[src/design/tbd_pkg.sv]
// Constants and types shared by the texture block decoder.
// Assumes a single 20 MHz clock and a synchronous, active-high reset.
//
// What this block does
// - Image is a grid of 4x4 tiles of 64 or 128 bits each.
// - Texels beyond the image edge are decoded but carry no defined meaning.
// - Image bytes equal tiles across times tiles down times tile size.
// - Tile offset is tile size times (tiles across times y/4 plus x/4).
// - Texel inside its tile is addressed at (x mod 4, y mod 4).
// - A 64-bit half holds two endpoint bytes then six index bytes.
// - Index bytes form one 48-bit little-endian vector.
// - Unsigned formats read endpoint bytes as unsigned integers.
// - Texel code is vector bits 3*(4y+x)+2 down to 3*(4y+x).
// - Endpoint order picks six sevenths steps or four fifths steps.
// - In the four-step mode codes 6 and 7 give minimum and maximum.
// - One-channel formats output (R, 0, 0, 1).
// - Signed formats read endpoint bytes as two's complement for compare and value.
// - Signed endpoint is value over 127, with -128 giving -1.0.
// - Mode for endpoints -127 and -128 may go either way.
// - Unsigned two-channel tile: first half is red, second half green.
// - Signed two-channel tile decodes both halves with signed rules.
// - Two-channel formats output (R, G, 0, 1).
// - The requester picks one of four formats and decoding follows it.

package tbd_pkg;

  typedef enum logic [1:0]
  {
    UNSIGNED_ONE_CHANNEL_FORMAT = 2'h0,
    SIGNED_ONE_CHANNEL_FORMAT = 2'h1,
    UNSIGNED_TWO_CHANNEL_FORMAT = 2'h2,
    SIGNED_TWO_CHANNEL_FORMAT = 2'h3
  } tbd_format_t;

  localparam int DIM_BITS = 16;
  localparam int OFFSET_BITS = 32;
  localparam int TILE_BITS = 128;
  localparam int HALF_BITS = 64;
  localparam int CHANNELS = 2;
  localparam int TILE_SHIFT = 2;
  localparam int CODE_BITS = 3;
  localparam int INDEX_LSB = 16;
  localparam int ENDPOINT1_LSB = 8;
  localparam int VALUE_BITS = 16;
  localparam int BUF_DEPTH = 2;

  localparam logic [OFFSET_BITS-1:0] TILE_BYTES_ONE = 32'h0000_0008;
  localparam logic [OFFSET_BITS-1:0] TILE_BYTES_TWO = 32'h0000_0010;
  localparam logic [DIM_BITS:0] TILE_ROUND_UP = 17'h0_0003;

  // Channel values are signed fixed point with 14 fraction bits.
  localparam logic signed [VALUE_BITS-1:0] VALUE_ONE = 16'sh4000;
  localparam logic signed [VALUE_BITS-1:0] VALUE_MINUS_ONE = 16'shC000;
  localparam logic signed [VALUE_BITS-1:0] VALUE_ZERO = 16'sh0000;
  localparam int VALUE_ONE_INT = 16384;
  localparam int UNSIGNED_SCALE = 255;
  localparam int SIGNED_SCALE = 127;
  localparam logic [7:0] SIGNED_FLOOR_RAW = 8'h80;
  localparam logic signed [9:0] SIGNED_FLOOR_CLAMP = 10'sh381;
  localparam logic [2:0] CODE_MIN = 3'h6;
  localparam logic [2:0] CODE_MAX = 3'h7;
  localparam int SEVEN_STEP_DEN = 7;
  localparam int FIVE_STEP_DEN = 5;

endpackage : tbd_pkg

[src/design/tbd_decoder.sv]
// Texture block decoder: one texel per request, tile position and image size.
// Assumes the fetch unit presents a whole tile with the texel coordinates and
// that the sampler may stall the result stream at any time.

module tbd_decoder
(
  input logic core_clk,
  input logic srst,
  input logic inValid,
  output logic inReady,
  input tbd_pkg::tbd_format_t inFormat,
  input logic [tbd_pkg::TILE_BITS-1:0] inTile,
  input logic [tbd_pkg::DIM_BITS-1:0] inWidth,
  input logic [tbd_pkg::DIM_BITS-1:0] inHeight,
  input logic [tbd_pkg::DIM_BITS-1:0] inX,
  input logic [tbd_pkg::DIM_BITS-1:0] inY,
  output logic outValid,
  input logic outReady,
  output logic signed [tbd_pkg::VALUE_BITS-1:0] outRed,
  output logic signed [tbd_pkg::VALUE_BITS-1:0] outGreen,
  output logic signed [tbd_pkg::VALUE_BITS-1:0] outBlue,
  output logic signed [tbd_pkg::VALUE_BITS-1:0] outAlpha,
  output logic [tbd_pkg::OFFSET_BITS-1:0] outTileOffset,
  output logic [tbd_pkg::OFFSET_BITS-1:0] outImageBytes
);
  import tbd_pkg::*;

  // ----------------------------------------------------------------
  // Channel decode
  // ----------------------------------------------------------------

  // Decodes one 64-bit half for the texel at index 4y+x.
  // The divisor takes only six constant values, so synthesis builds a small
  // table of constant dividers rather than a general divider.
  function automatic logic signed [VALUE_BITS-1:0] decodeChannel
  (
    input logic [HALF_BITS-1:0] half,
    input logic isSigned,
    input logic [3:0] texel
  );
    logic signed [9:0] ev0;
    logic signed [9:0] ev1;
    logic [2:0] code;
    logic sixStep;
    int wa;
    int wb;
    int den;
    int scale;
    int num;
    logic signed [VALUE_BITS-1:0] result;
    ev0 = isSigned ? 10'(signed'(half[7:0])) : signed'({2'h0, half[7:0]});
    ev1 = isSigned ? 10'(signed'(half[ENDPOINT1_LSB +: 8]))
                   : signed'({2'h0, half[ENDPOINT1_LSB +: 8]});
    // Comparison uses the raw bytes; -127 against -128 therefore picks six steps.
    sixStep = isSigned ? (signed'(half[7:0]) > signed'(half[ENDPOINT1_LSB +: 8]))
                       : (half[7:0] > half[ENDPOINT1_LSB +: 8]);
    if (isSigned && half[7:0] == SIGNED_FLOOR_RAW)
    begin
      ev0 = SIGNED_FLOOR_CLAMP;
    end
    if (isSigned && half[ENDPOINT1_LSB +: 8] == SIGNED_FLOOR_RAW)
    begin
      ev1 = SIGNED_FLOOR_CLAMP;
    end
    code = half[INDEX_LSB + CODE_BITS * int'(texel) +: CODE_BITS];
    scale = isSigned ? SIGNED_SCALE : UNSIGNED_SCALE;
    wa = 0;
    wb = 0;
    den = 1;
    result = VALUE_ZERO;
    if (code == 3'h0)
    begin
      wa = 1;
    end
    else if (code == 3'h1)
    begin
      wb = 1;
    end
    else if (sixStep)
    begin
      wa = SEVEN_STEP_DEN + 1 - int'(code);
      wb = int'(code) - 1;
      den = SEVEN_STEP_DEN;
    end
    else if (code < CODE_MIN)
    begin
      wa = FIVE_STEP_DEN + 1 - int'(code);
      wb = int'(code) - 1;
      den = FIVE_STEP_DEN;
    end
    num = wa * int'(ev0) + wb * int'(ev1);
    result = VALUE_BITS'((num * VALUE_ONE_INT) / (den * scale));
    if (!sixStep && code == CODE_MIN)
    begin
      result = isSigned ? VALUE_MINUS_ONE : VALUE_ZERO;
    end
    if (!sixStep && code == CODE_MAX)
    begin
      result = VALUE_ONE;
    end
    return result;
  endfunction : decodeChannel

  logic isSigned;
  logic isTwo;
  logic [3:0] texelIndex;
  logic signed [VALUE_BITS-1:0] decoded [CHANNELS];

  assign isSigned = (inFormat == SIGNED_ONE_CHANNEL_FORMAT)
                 || (inFormat == SIGNED_TWO_CHANNEL_FORMAT);
  assign isTwo = (inFormat == UNSIGNED_TWO_CHANNEL_FORMAT)
              || (inFormat == SIGNED_TWO_CHANNEL_FORMAT);
  // Low two bits of each coordinate are the position inside the tile.
  assign texelIndex = {inY[1:0], inX[1:0]};

  genvar ch;
  generate
    for (ch = 0; ch < CHANNELS; ch = ch + 1)
    begin : g_channel
      // Half zero is red, half one is green; both follow the same rules.
      assign decoded[ch] = decodeChannel(inTile[ch * HALF_BITS +: HALF_BITS],
                                         isSigned, texelIndex);
    end
  endgenerate

  // ----------------------------------------------------------------
  // Tile position and image size
  // ----------------------------------------------------------------

  logic [OFFSET_BITS-1:0] tileBytes;
  logic [DIM_BITS:0] tilesAcross;
  logic [DIM_BITS:0] tilesDown;
  logic [OFFSET_BITS-1:0] tileOffset;
  logic [OFFSET_BITS-1:0] imageBytes;

  // Edge tiles are counted whole; texels past the edge are don't-care.
  assign tileBytes = isTwo ? TILE_BYTES_TWO : TILE_BYTES_ONE;
  assign tilesAcross = ({1'b0, inWidth} + TILE_ROUND_UP) >> TILE_SHIFT;
  assign tilesDown = ({1'b0, inHeight} + TILE_ROUND_UP) >> TILE_SHIFT;
  assign tileOffset = OFFSET_BITS'(tileBytes * (OFFSET_BITS'(tilesAcross)
                    * OFFSET_BITS'(inY >> TILE_SHIFT)
                    + OFFSET_BITS'(inX >> TILE_SHIFT)));
  assign imageBytes = OFFSET_BITS'(OFFSET_BITS'(tilesAcross)
                    * OFFSET_BITS'(tilesDown) * tileBytes);

  // ----------------------------------------------------------------
  // Decode stage register
  // ----------------------------------------------------------------

  logic s1Valid_reg;
  logic signed [VALUE_BITS-1:0] s1Red_reg;
  logic signed [VALUE_BITS-1:0] s1Green_reg;
  logic [OFFSET_BITS-1:0] s1Offset_reg;
  logic [OFFSET_BITS-1:0] s1Bytes_reg;
  tbd_format_t s1Format_reg;
  logic bufInReady;
  logic accept;
  logic push;
  logic pop;

  // The stage may load whenever it is empty or moves into the buffer.
  assign inReady = !s1Valid_reg || bufInReady;
  assign accept = inValid && inReady;
  assign push = s1Valid_reg && bufInReady;

  always_ff @(posedge core_clk)
  begin
    if (srst)
    begin
      s1Valid_reg <= 1'b0;
    end
    else if (accept)
    begin
      s1Valid_reg <= 1'b1;
    end
    else if (push)
    begin
      s1Valid_reg <= 1'b0;
    end
  end

  always_ff @(posedge core_clk)
  begin
    if (srst)
    begin
      s1Red_reg <= VALUE_ZERO;
      s1Green_reg <= VALUE_ZERO;
      s1Offset_reg <= '0;
      s1Bytes_reg <= '0;
      s1Format_reg <= UNSIGNED_ONE_CHANNEL_FORMAT;
    end
    else if (accept)
    begin
      s1Red_reg <= decoded[0];
      s1Green_reg <= isTwo ? decoded[1] : VALUE_ZERO;
      s1Offset_reg <= tileOffset;
      s1Bytes_reg <= imageBytes;
      s1Format_reg <= inFormat;
    end
  end

  // ----------------------------------------------------------------
  // Two-entry result buffer
  // ----------------------------------------------------------------

  logic signed [VALUE_BITS-1:0] bufRed_reg [BUF_DEPTH];
  logic signed [VALUE_BITS-1:0] bufGreen_reg [BUF_DEPTH];
  logic [OFFSET_BITS-1:0] bufOffset_reg [BUF_DEPTH];
  logic [OFFSET_BITS-1:0] bufBytes_reg [BUF_DEPTH];
  logic wrPtr_reg;
  logic rdPtr_reg;
  logic [1:0] count_reg;

  assign bufInReady = (count_reg != 2'(BUF_DEPTH));
  assign outValid = (count_reg != 2'h0);
  assign pop = outValid && outReady;

  always_ff @(posedge core_clk)
  begin
    if (srst)
    begin
      wrPtr_reg <= 1'b0;
      rdPtr_reg <= 1'b0;
      count_reg <= 2'h0;
    end
    else
    begin
      wrPtr_reg <= wrPtr_reg ^ push;
      rdPtr_reg <= rdPtr_reg ^ pop;
      count_reg <= count_reg + 2'(push) - 2'(pop);
    end
  end

  // Storage has no reset; the count alone decides what is valid.
  always_ff @(posedge core_clk)
  begin
    if (push)
    begin
      bufRed_reg[wrPtr_reg] <= s1Red_reg;
      bufGreen_reg[wrPtr_reg] <= s1Green_reg;
      bufOffset_reg[wrPtr_reg] <= s1Offset_reg;
      bufBytes_reg[wrPtr_reg] <= s1Bytes_reg;
    end
  end

  assign outRed = outValid ? bufRed_reg[rdPtr_reg] : VALUE_ZERO;
  assign outGreen = outValid ? bufGreen_reg[rdPtr_reg] : VALUE_ZERO;
  assign outTileOffset = outValid ? bufOffset_reg[rdPtr_reg] : '0;
  assign outImageBytes = outValid ? bufBytes_reg[rdPtr_reg] : '0;
  assign outBlue = VALUE_ZERO;
  assign outAlpha = VALUE_ONE;

  logic firstTexel;
  assign firstTexel = (texelIndex == 4'h0);
endmodule : tbd_decoder

[config.mk]
export PLATFORM = sky130hd
export DESIGN_NAME = tbd_decoder
export DESIGN_NICKNAME = d
export VERILOG_FILES = /design/src/design/tbd_pkg.sv /design/src/design/tbd_decoder.sv
export SDC_FILE = /design/constraint.sdc
export NUM_CORES = 2
export LEC_CHECK = 0
export BUFFER_PORTS_ARGS = -buffer_cell sky130_fd_sc_hd__buf_2
export CAP_MARGIN = 10
export CORE_MARGIN = 2
export CORE_UTILIZATION = 35
export CTS_BUF_LIST = sky130_fd_sc_hd__clkbuf_16
export DETAILED_ROUTE_END_ITERATION = 7
export GPL_TIMING_DRIVEN = 0
export PLACE_DENSITY = 0.51
export REMOVE_ABC_BUFFERS = 1
export SLEW_MARGIN = 20
export SYNTH_ARGS = -nofsm -noshare
export SYNTH_HDL_FRONTEND = slang
export SYNTH_SLANG_ARGS = --single-unit
export TNS_END_PERCENT = 20
[constraint.sdc]
create_clock -name core_clk -period 163.8 [get_ports core_clk]
set_input_delay 24.57 -clock core_clk [delete_from_list [all_inputs] [get_ports core_clk]]
set_output_delay 24.57 -clock core_clk [all_outputs]
set_load 0.02 [all_outputs]
Yosys cells after proc, flatten, opt, wreduce, memory -nomap -nowiden --
Memories as Yosys holds them, arrays and structs flattened. A register that Yosys moved wholly into a read port is not among the register bits. Cells that the tools add are included.
Storage, ports and cells: memories kept 4, input port bits 198, bits in writable memories 192, output and inout bits 130, logic and storage cells 138, register bits 101
Memories:
- bufBytes_reg | depth 2, bits a word 32, read ports 1, clocked after Yosys merged registers in 1, wr ports 1, line tbd_decoder.sv:209 | logic [OFFSET_BITS-1:0] bufBytes_reg [BUF_DEPTH];
- bufOffset_reg | depth 2, bits a word 32, read ports 1, clocked after Yosys merged registers in 1, wr ports 1, line tbd_decoder.sv:208 | logic [OFFSET_BITS-1:0] bufOffset_reg [BUF_DEPTH];
- bufGreen_reg | depth 2, bits a word 16, read ports 1, clocked after Yosys merged registers in 1, wr ports 1, line tbd_decoder.sv:207 | logic signed [VALUE_BITS-1:0] bufGreen_reg [BUF_DEPTH];
- bufRed_reg | depth 2, bits a word 16, read ports 1, clocked after Yosys merged registers in 1, wr ports 1, line tbd_decoder.sv:206 | logic signed [VALUE_BITS-1:0] bufRed_reg [BUF_DEPTH];
Cells by class: reduce and logical (&&, ||, !) cells 21, order comparisons 6, eq/ne operators 14, shift-type cells 2, $add $sub $neg 14, bitwise operators 2, muxes and demuxes 54, multiply operators 11, divide/modulo/power cells 2
Operators with widths (number):
- 2-to-1 mux 32 bit | 19
- multiplier 32 x 10 -> 18 bit | 4
- 2-to-1 mux 16 bit | 8
- 2-to-1 mux 10 bit | 8
- divider 32 x 32 -> 32 bit | 2
- variable part select 64 x 32 -> 3 bit | 1
- variable part select 64 x 8 -> 3 bit | 1
- adder 18 bit | 2
- adder 16 x 2 -> 17 bit, second input constant | 2
- == test 8 bit, second input constant | 4
- > comparator 8 bit | 4
- multiplier 30 x 5 -> 32 bit | 1
- multiplier 32 x 32 -> 32 bit | 1
- multiplier 32 x 9 -> 32 bit | 1
- multiplier 5 x 30 -> 32 bit | 1
- adder 29 x 14 -> 30 bit | 1
- multiplier 15 x 15 -> 30 bit | 1
- multiplier 15 x 14 -> 29 bit | 1
- 2-to-1 mux 3 bit | 7
- == test 3 bit, second input constant | 4
- logical AND 1 bit | 11
- 2-to-1 mux 1 bit | 10
- subtractor 4 x 3 -> 5 bit, first input constant | 2
- 2-to-1 mux 8 bit | 1
- other kinds (17) | 29

Depth between registers and ports, before layout --
depth in word-level cells 14, gate-level depth with buffers 514, depth with buffers taken out 472

Worst setup path after synthesis --
No wires, ideal clock.
kind input-to-reg, start input port inX[0] (netlist name), end register s1Red_reg[14], buffers on the path 40, setup time 0.115 ns, required time 163.685 ns, setup slack 45.705 ns, data arrival time 117.981 ns, stages 485, path through buf_6 > buf_12 > clkbuf_4 > mux4_2 > mux4_2 > clkbuf_1 > ha_1 > or2b_2 > o221a_2 > nand2_2 > nor4_1 > inv_1 > fa_1 > inv_1 > fa_1 > inv_1 > fa_1 > inv_1 > [... 449 more ...] > a21o_1 > a21o_1 > a211oi_1 > o21ai_0 > a41oi_1 > nor3b_1 > a21oi_1 > o2111a_1 > o21a_2 > ha_1 > a41o_1 > nand2_1 > a21o_1 > a21oi_1 > o21ai_0 > xnor2_1 > nor2_1 > a2111oi_0
Between the ends: cells in the longest elaborated chain, start to end 13, elaborated cells between the ends (all ways) 32, those cells by class add/sub (5); mul (4); div (1); order compare (1); eq/ne (3); shift (1); mux (14); reduce/logical (3)
Ends and longest elaborated chain:
- start, declared | line tbd_decoder.sv:15 | input logic [tbd_pkg::DIM_BITS-1:0] inX,
- multiplier 2 x 4 -> 6 bit * | line tbd_decoder.sv:65 | code = half[INDEX_LSB + CODE_BITS * int'(texel) +: CODE_BITS];
- adder 5 x 6 -> 7 bit * | line tbd_decoder.sv:65
- variable part select 64 x 32 -> 3 bit * | line tbd_decoder.sv:65
- subtractor 3 x 3 -> 4 bit, or another cell as far along | line tbd_decoder.sv:87 | wa = FIVE_STEP_DEN + 1 - int'(code);
- 2-to-1 mux 32 bit | line tbd_decoder.sv:85 | else if (code < CODE_MIN)
- 2-to-1 mux 32 bit | line tbd_decoder.sv:79 | else if (sixStep)
- 2-to-1 mux 32 bit | line tbd_decoder.sv:75 | else if (code == 3'h1)
- 2-to-1 mux 32 bit | line tbd_decoder.sv:71 | if (code == 3'h0)
- multiplier 32 x 10 -> 18 bit | line tbd_decoder.sv:91 | num = wa * int'(ev0) + wb * int'(ev1);
- adder 18 bit | line tbd_decoder.sv:91
- divider 32 x 32 -> 32 bit | line tbd_decoder.sv:92 | result = VALUE_BITS'((num * VALUE_ONE_INT) / (den * scale));
- 2-to-1 mux 16 bit | line tbd_decoder.sv:93 | if (!sixStep && code == CODE_MIN)
- 2-to-1 mux 16 bit * | line tbd_decoder.sv:97 | if (!sixStep && code == CODE_MAX)
- end signal, assigned | line tbd_decoder.sv:194 | s1Red_reg <= decoded[0];
- end, declared | line tbd_decoder.sv:151 | logic signed [VALUE_BITS-1:0] s1Red_reg;
Every way passes the cells marked *; elsewhere a longest branch is shown, timed or not. A chain may end at the register's enable or synchronous reset.

Worst setup path after layout --
Ends and elaborated chain as after synthesis.

==> results.cfg <==
[status]
outcome = finished clean

[synthesis]
yosysMostFrequentCell = inv_1
synth.largest_area_cell = fa_1
ys_seq_elements = 275
avgSynthCellArea_sq_um = 8.024
synthTopCellsByArea = fa_1, ha_1, edfxtp_1
synthTopCellsByCount = inv_1, nand2_1, ha_1
synth-edff-count = 180
async_flop_share = 0
synth_top_area_share = 0.1467
syn_inst = 11090
ys_warn_count = 0
yosysUniqueCellTypes = 198
ys_seq_area_frac = 0.08213
synth.cell_area_sq_um = 88970
synthFlopType = edfxtp_1

[sta]
relSlewSlack = 0.2627
slew_violations = 0
tns_ns = 0
fin_crit_sh = 0.8594
rsz0062_at_grt = false
finClkSkew_ns = 0.02505
fmax_ghz = 0.007104
hold_viol = 0
worst_pin_slew_ns = 1.099
finalSetupViolCount = 0
fin_crit_ns = 140.76

[place]
io_buffers = 289
place_congestion = 0.8874
dp_hpwl_um = 226600

[setup_path]
r2r_start = count_reg[1]$_SDFF_PP0_
crit_required_ns = 164.21
critPathMaxStageDelay_ns = 0.88
path_common_cell = a21oi_1
rrSetupSlack_ns = 161.16
critPathMaxFanout = 29
crit_path_start_kind = input pin
worst_r2r_endpoint = count_reg[1]$_SDFF_PP0_
critPathKind = in2reg
worstRegToRegCells = 9
cp-end-kind = flop
worstPathArrival_ns = 141.17
cp_slowest_cell = a2bb2oi_1

[grt]
grt_util_met3 = 0.01418
use_met1 = 0.2776
grt_util_met2 = 0.3567
grt_pass1_wl_um = 435900
antenna_found_initial = 5
grt_use_total = 0.2044
gr-total-overflow = 0
busiest_layer = met2
grt_start_max_net_pins = 81
grt_pass1_vias = 80870

[final_layout]
syn_to_final_growth_pct = 8.007
fin_nets = 13200
n_fill_cell = 26180
drive_above_1_share = 0.1064

[detailed_routing]
wl_per_cell_um = 18.31
vias_per_cell = 5.451
ant_nets = 0
drt_first_iter_violations = 4681
dr.pass1.iters = 8
drc = 0
wl_um = 269700
dr_total_vias = 80270

[min_path]
min_path_type = reg2reg
min_delay_path_depth = 0
worstHoldEndpoint = bufBytes_reg[0][17]$_DFFE_PP_
hp-start = s1Bytes_reg[17]$_SDFFE_PP0P_

[floorplanning]
num_rows = 185
die_h_um = 508.2
io_pins = 328
die_area_sq_um = 258300
initial_core_util = 0.3510
core_area_sq_um = 253500
die-width_um = 508.2

[clocking]
clock-sinks = 275
cts_resized = 0
ctsHoldBuffers = 0
cts_max_level = 2
cts_tree = built
clockBufferDepth = 3
cts-root-buf = clkbuf_16
cts_buffers = 34
clock_latency_ns = 0.56
path_clk_slew_ns = 0.06
post_cts_buffers = 0

[flow_run]
cap_violations = 0
==> routing by layer <==
metal,vias up,share of wire
li1,39590,-
met1,38890,0.47
met2,1557,0.48
met3,237,0.035
met4,2,0.018
met5,-,0.000067
==> logic make-up (layout without fill, tap and decap cells) <==
group / count (synthesis) / after routing / share of synthesized area
adders and majority gates: 1672 / 1672 / 0.2901
AOI/OAI and AO/OA: 2961 / 2961 / 0.2312
and+or+nand+nor: 3442 / 3442 / 0.1947
other: 2 / 214 / 0.00008441
buffers and inverters: 1605 / 1665 / 0.07812
muxes: 336 / 336 / 0.04420
DFF: 275 / 275 / 0.08213
xor gates and xnor gates: 795 / 795 / 0.07941
==> layout make-up <==
type / instances / area, sq um / share of cell area
antenna: 6 / 15.01 / 0.0001562
clock buffer: 35 / 875.8 / 0.009114
clock inverter: 25 / 162.7 / 0.001693
inverter: 1231 / 4638 / 0.04827
multi-input combinational: 9414 / 76080 / 0.7917
sequential: 275 / 7311 / 0.07608
tap: 3366 / 4212 / 0.04383
timing repair buffer: 374 / 2803 / 0.02917
==> worst max-delay path: cells and delay by family <==
family / cells / cell delay (ns)
simple gates: 118 / 30.80
buf+inv: 37 / 7.71
mux: 8 / 3.32
fa+ha+maj: 43 / 15.44
compound gates: 246 / 57.45
xor+xnor: 5 / 1.43
==> through the flow <==
stage / utilization / area [sq um] / hold slack, ns / instances / setup WS (ns)
after CTS: 0.3787 / 95980 / 0.4170 / 14720 / 21.92
final: 0.3791 / 96100 / 0.4320 / 14730 / 23.04
after global placement: 0.3673 / 93090 / 0.4322 / 14580 / 18.57
after global routing: 0.3791 / 96090 / 0.4250 / 14720 / 12.46
after floorplan: - / 87430 / 0.4254 / 10920 / 44.15
after detailed placement: 0.3746 / 94940 / 0.4349 / 14660 / 21.90
==> worst max path at each step <==
stage,start,to,slack [ns],cells past startpoint
after floorplan,inX[0],s1Red_reg[14]$_SDFFE_PP0P_,44.15,447
after global placement,inFormat[0],s1Red_reg[14]$_SDFFE_PP0P_,18.57,442
after detailed placement,inX[0],s1Red_reg[14]$_SDFFE_PP0P_,21.90,456
after CTS,inX[0],s1Red_reg[14]$_SDFFE_PP0P_,21.92,456
after global routing,inX[0],s1Red_reg[14]$_SDFFE_PP0P_,12.46,457
final,inX[0],s1Red_reg[14]$_SDFFE_PP0P_,23.04,457
==> cells in the final DEF (no fill, tap or decap), types with 206 or more instances in the layout <==
| cell type | synthesis | layout |
|---|---|---|
| inv_1 | 1210 | 1213 |
| ha_1 | 1020 | 1017 |
| nand3_1 | 211 | 211 |
| buf_2 | 38 | 292 |
| nand2_1 | 1034 | 1033 |
| o21ai_0 | 443 | 440 |
| conb_1 | 2 | 208 |
| nor3_1 | 217 | 215 |
| a21oi_1 | 869 | 866 |
| fa_1 | 652 | 652 |
| nor2_1 | 895 | 887 |
| xnor2_1 | 567 | 546 |
| o21bai_1 | 229 | 229 |
| a21o_1 | 206 | 206 |
| xor2_1 | 220 | 209 |
Power is not shown: default switching activity piles up to over one toggle a cycle in this logic, so the estimate is an artifact.
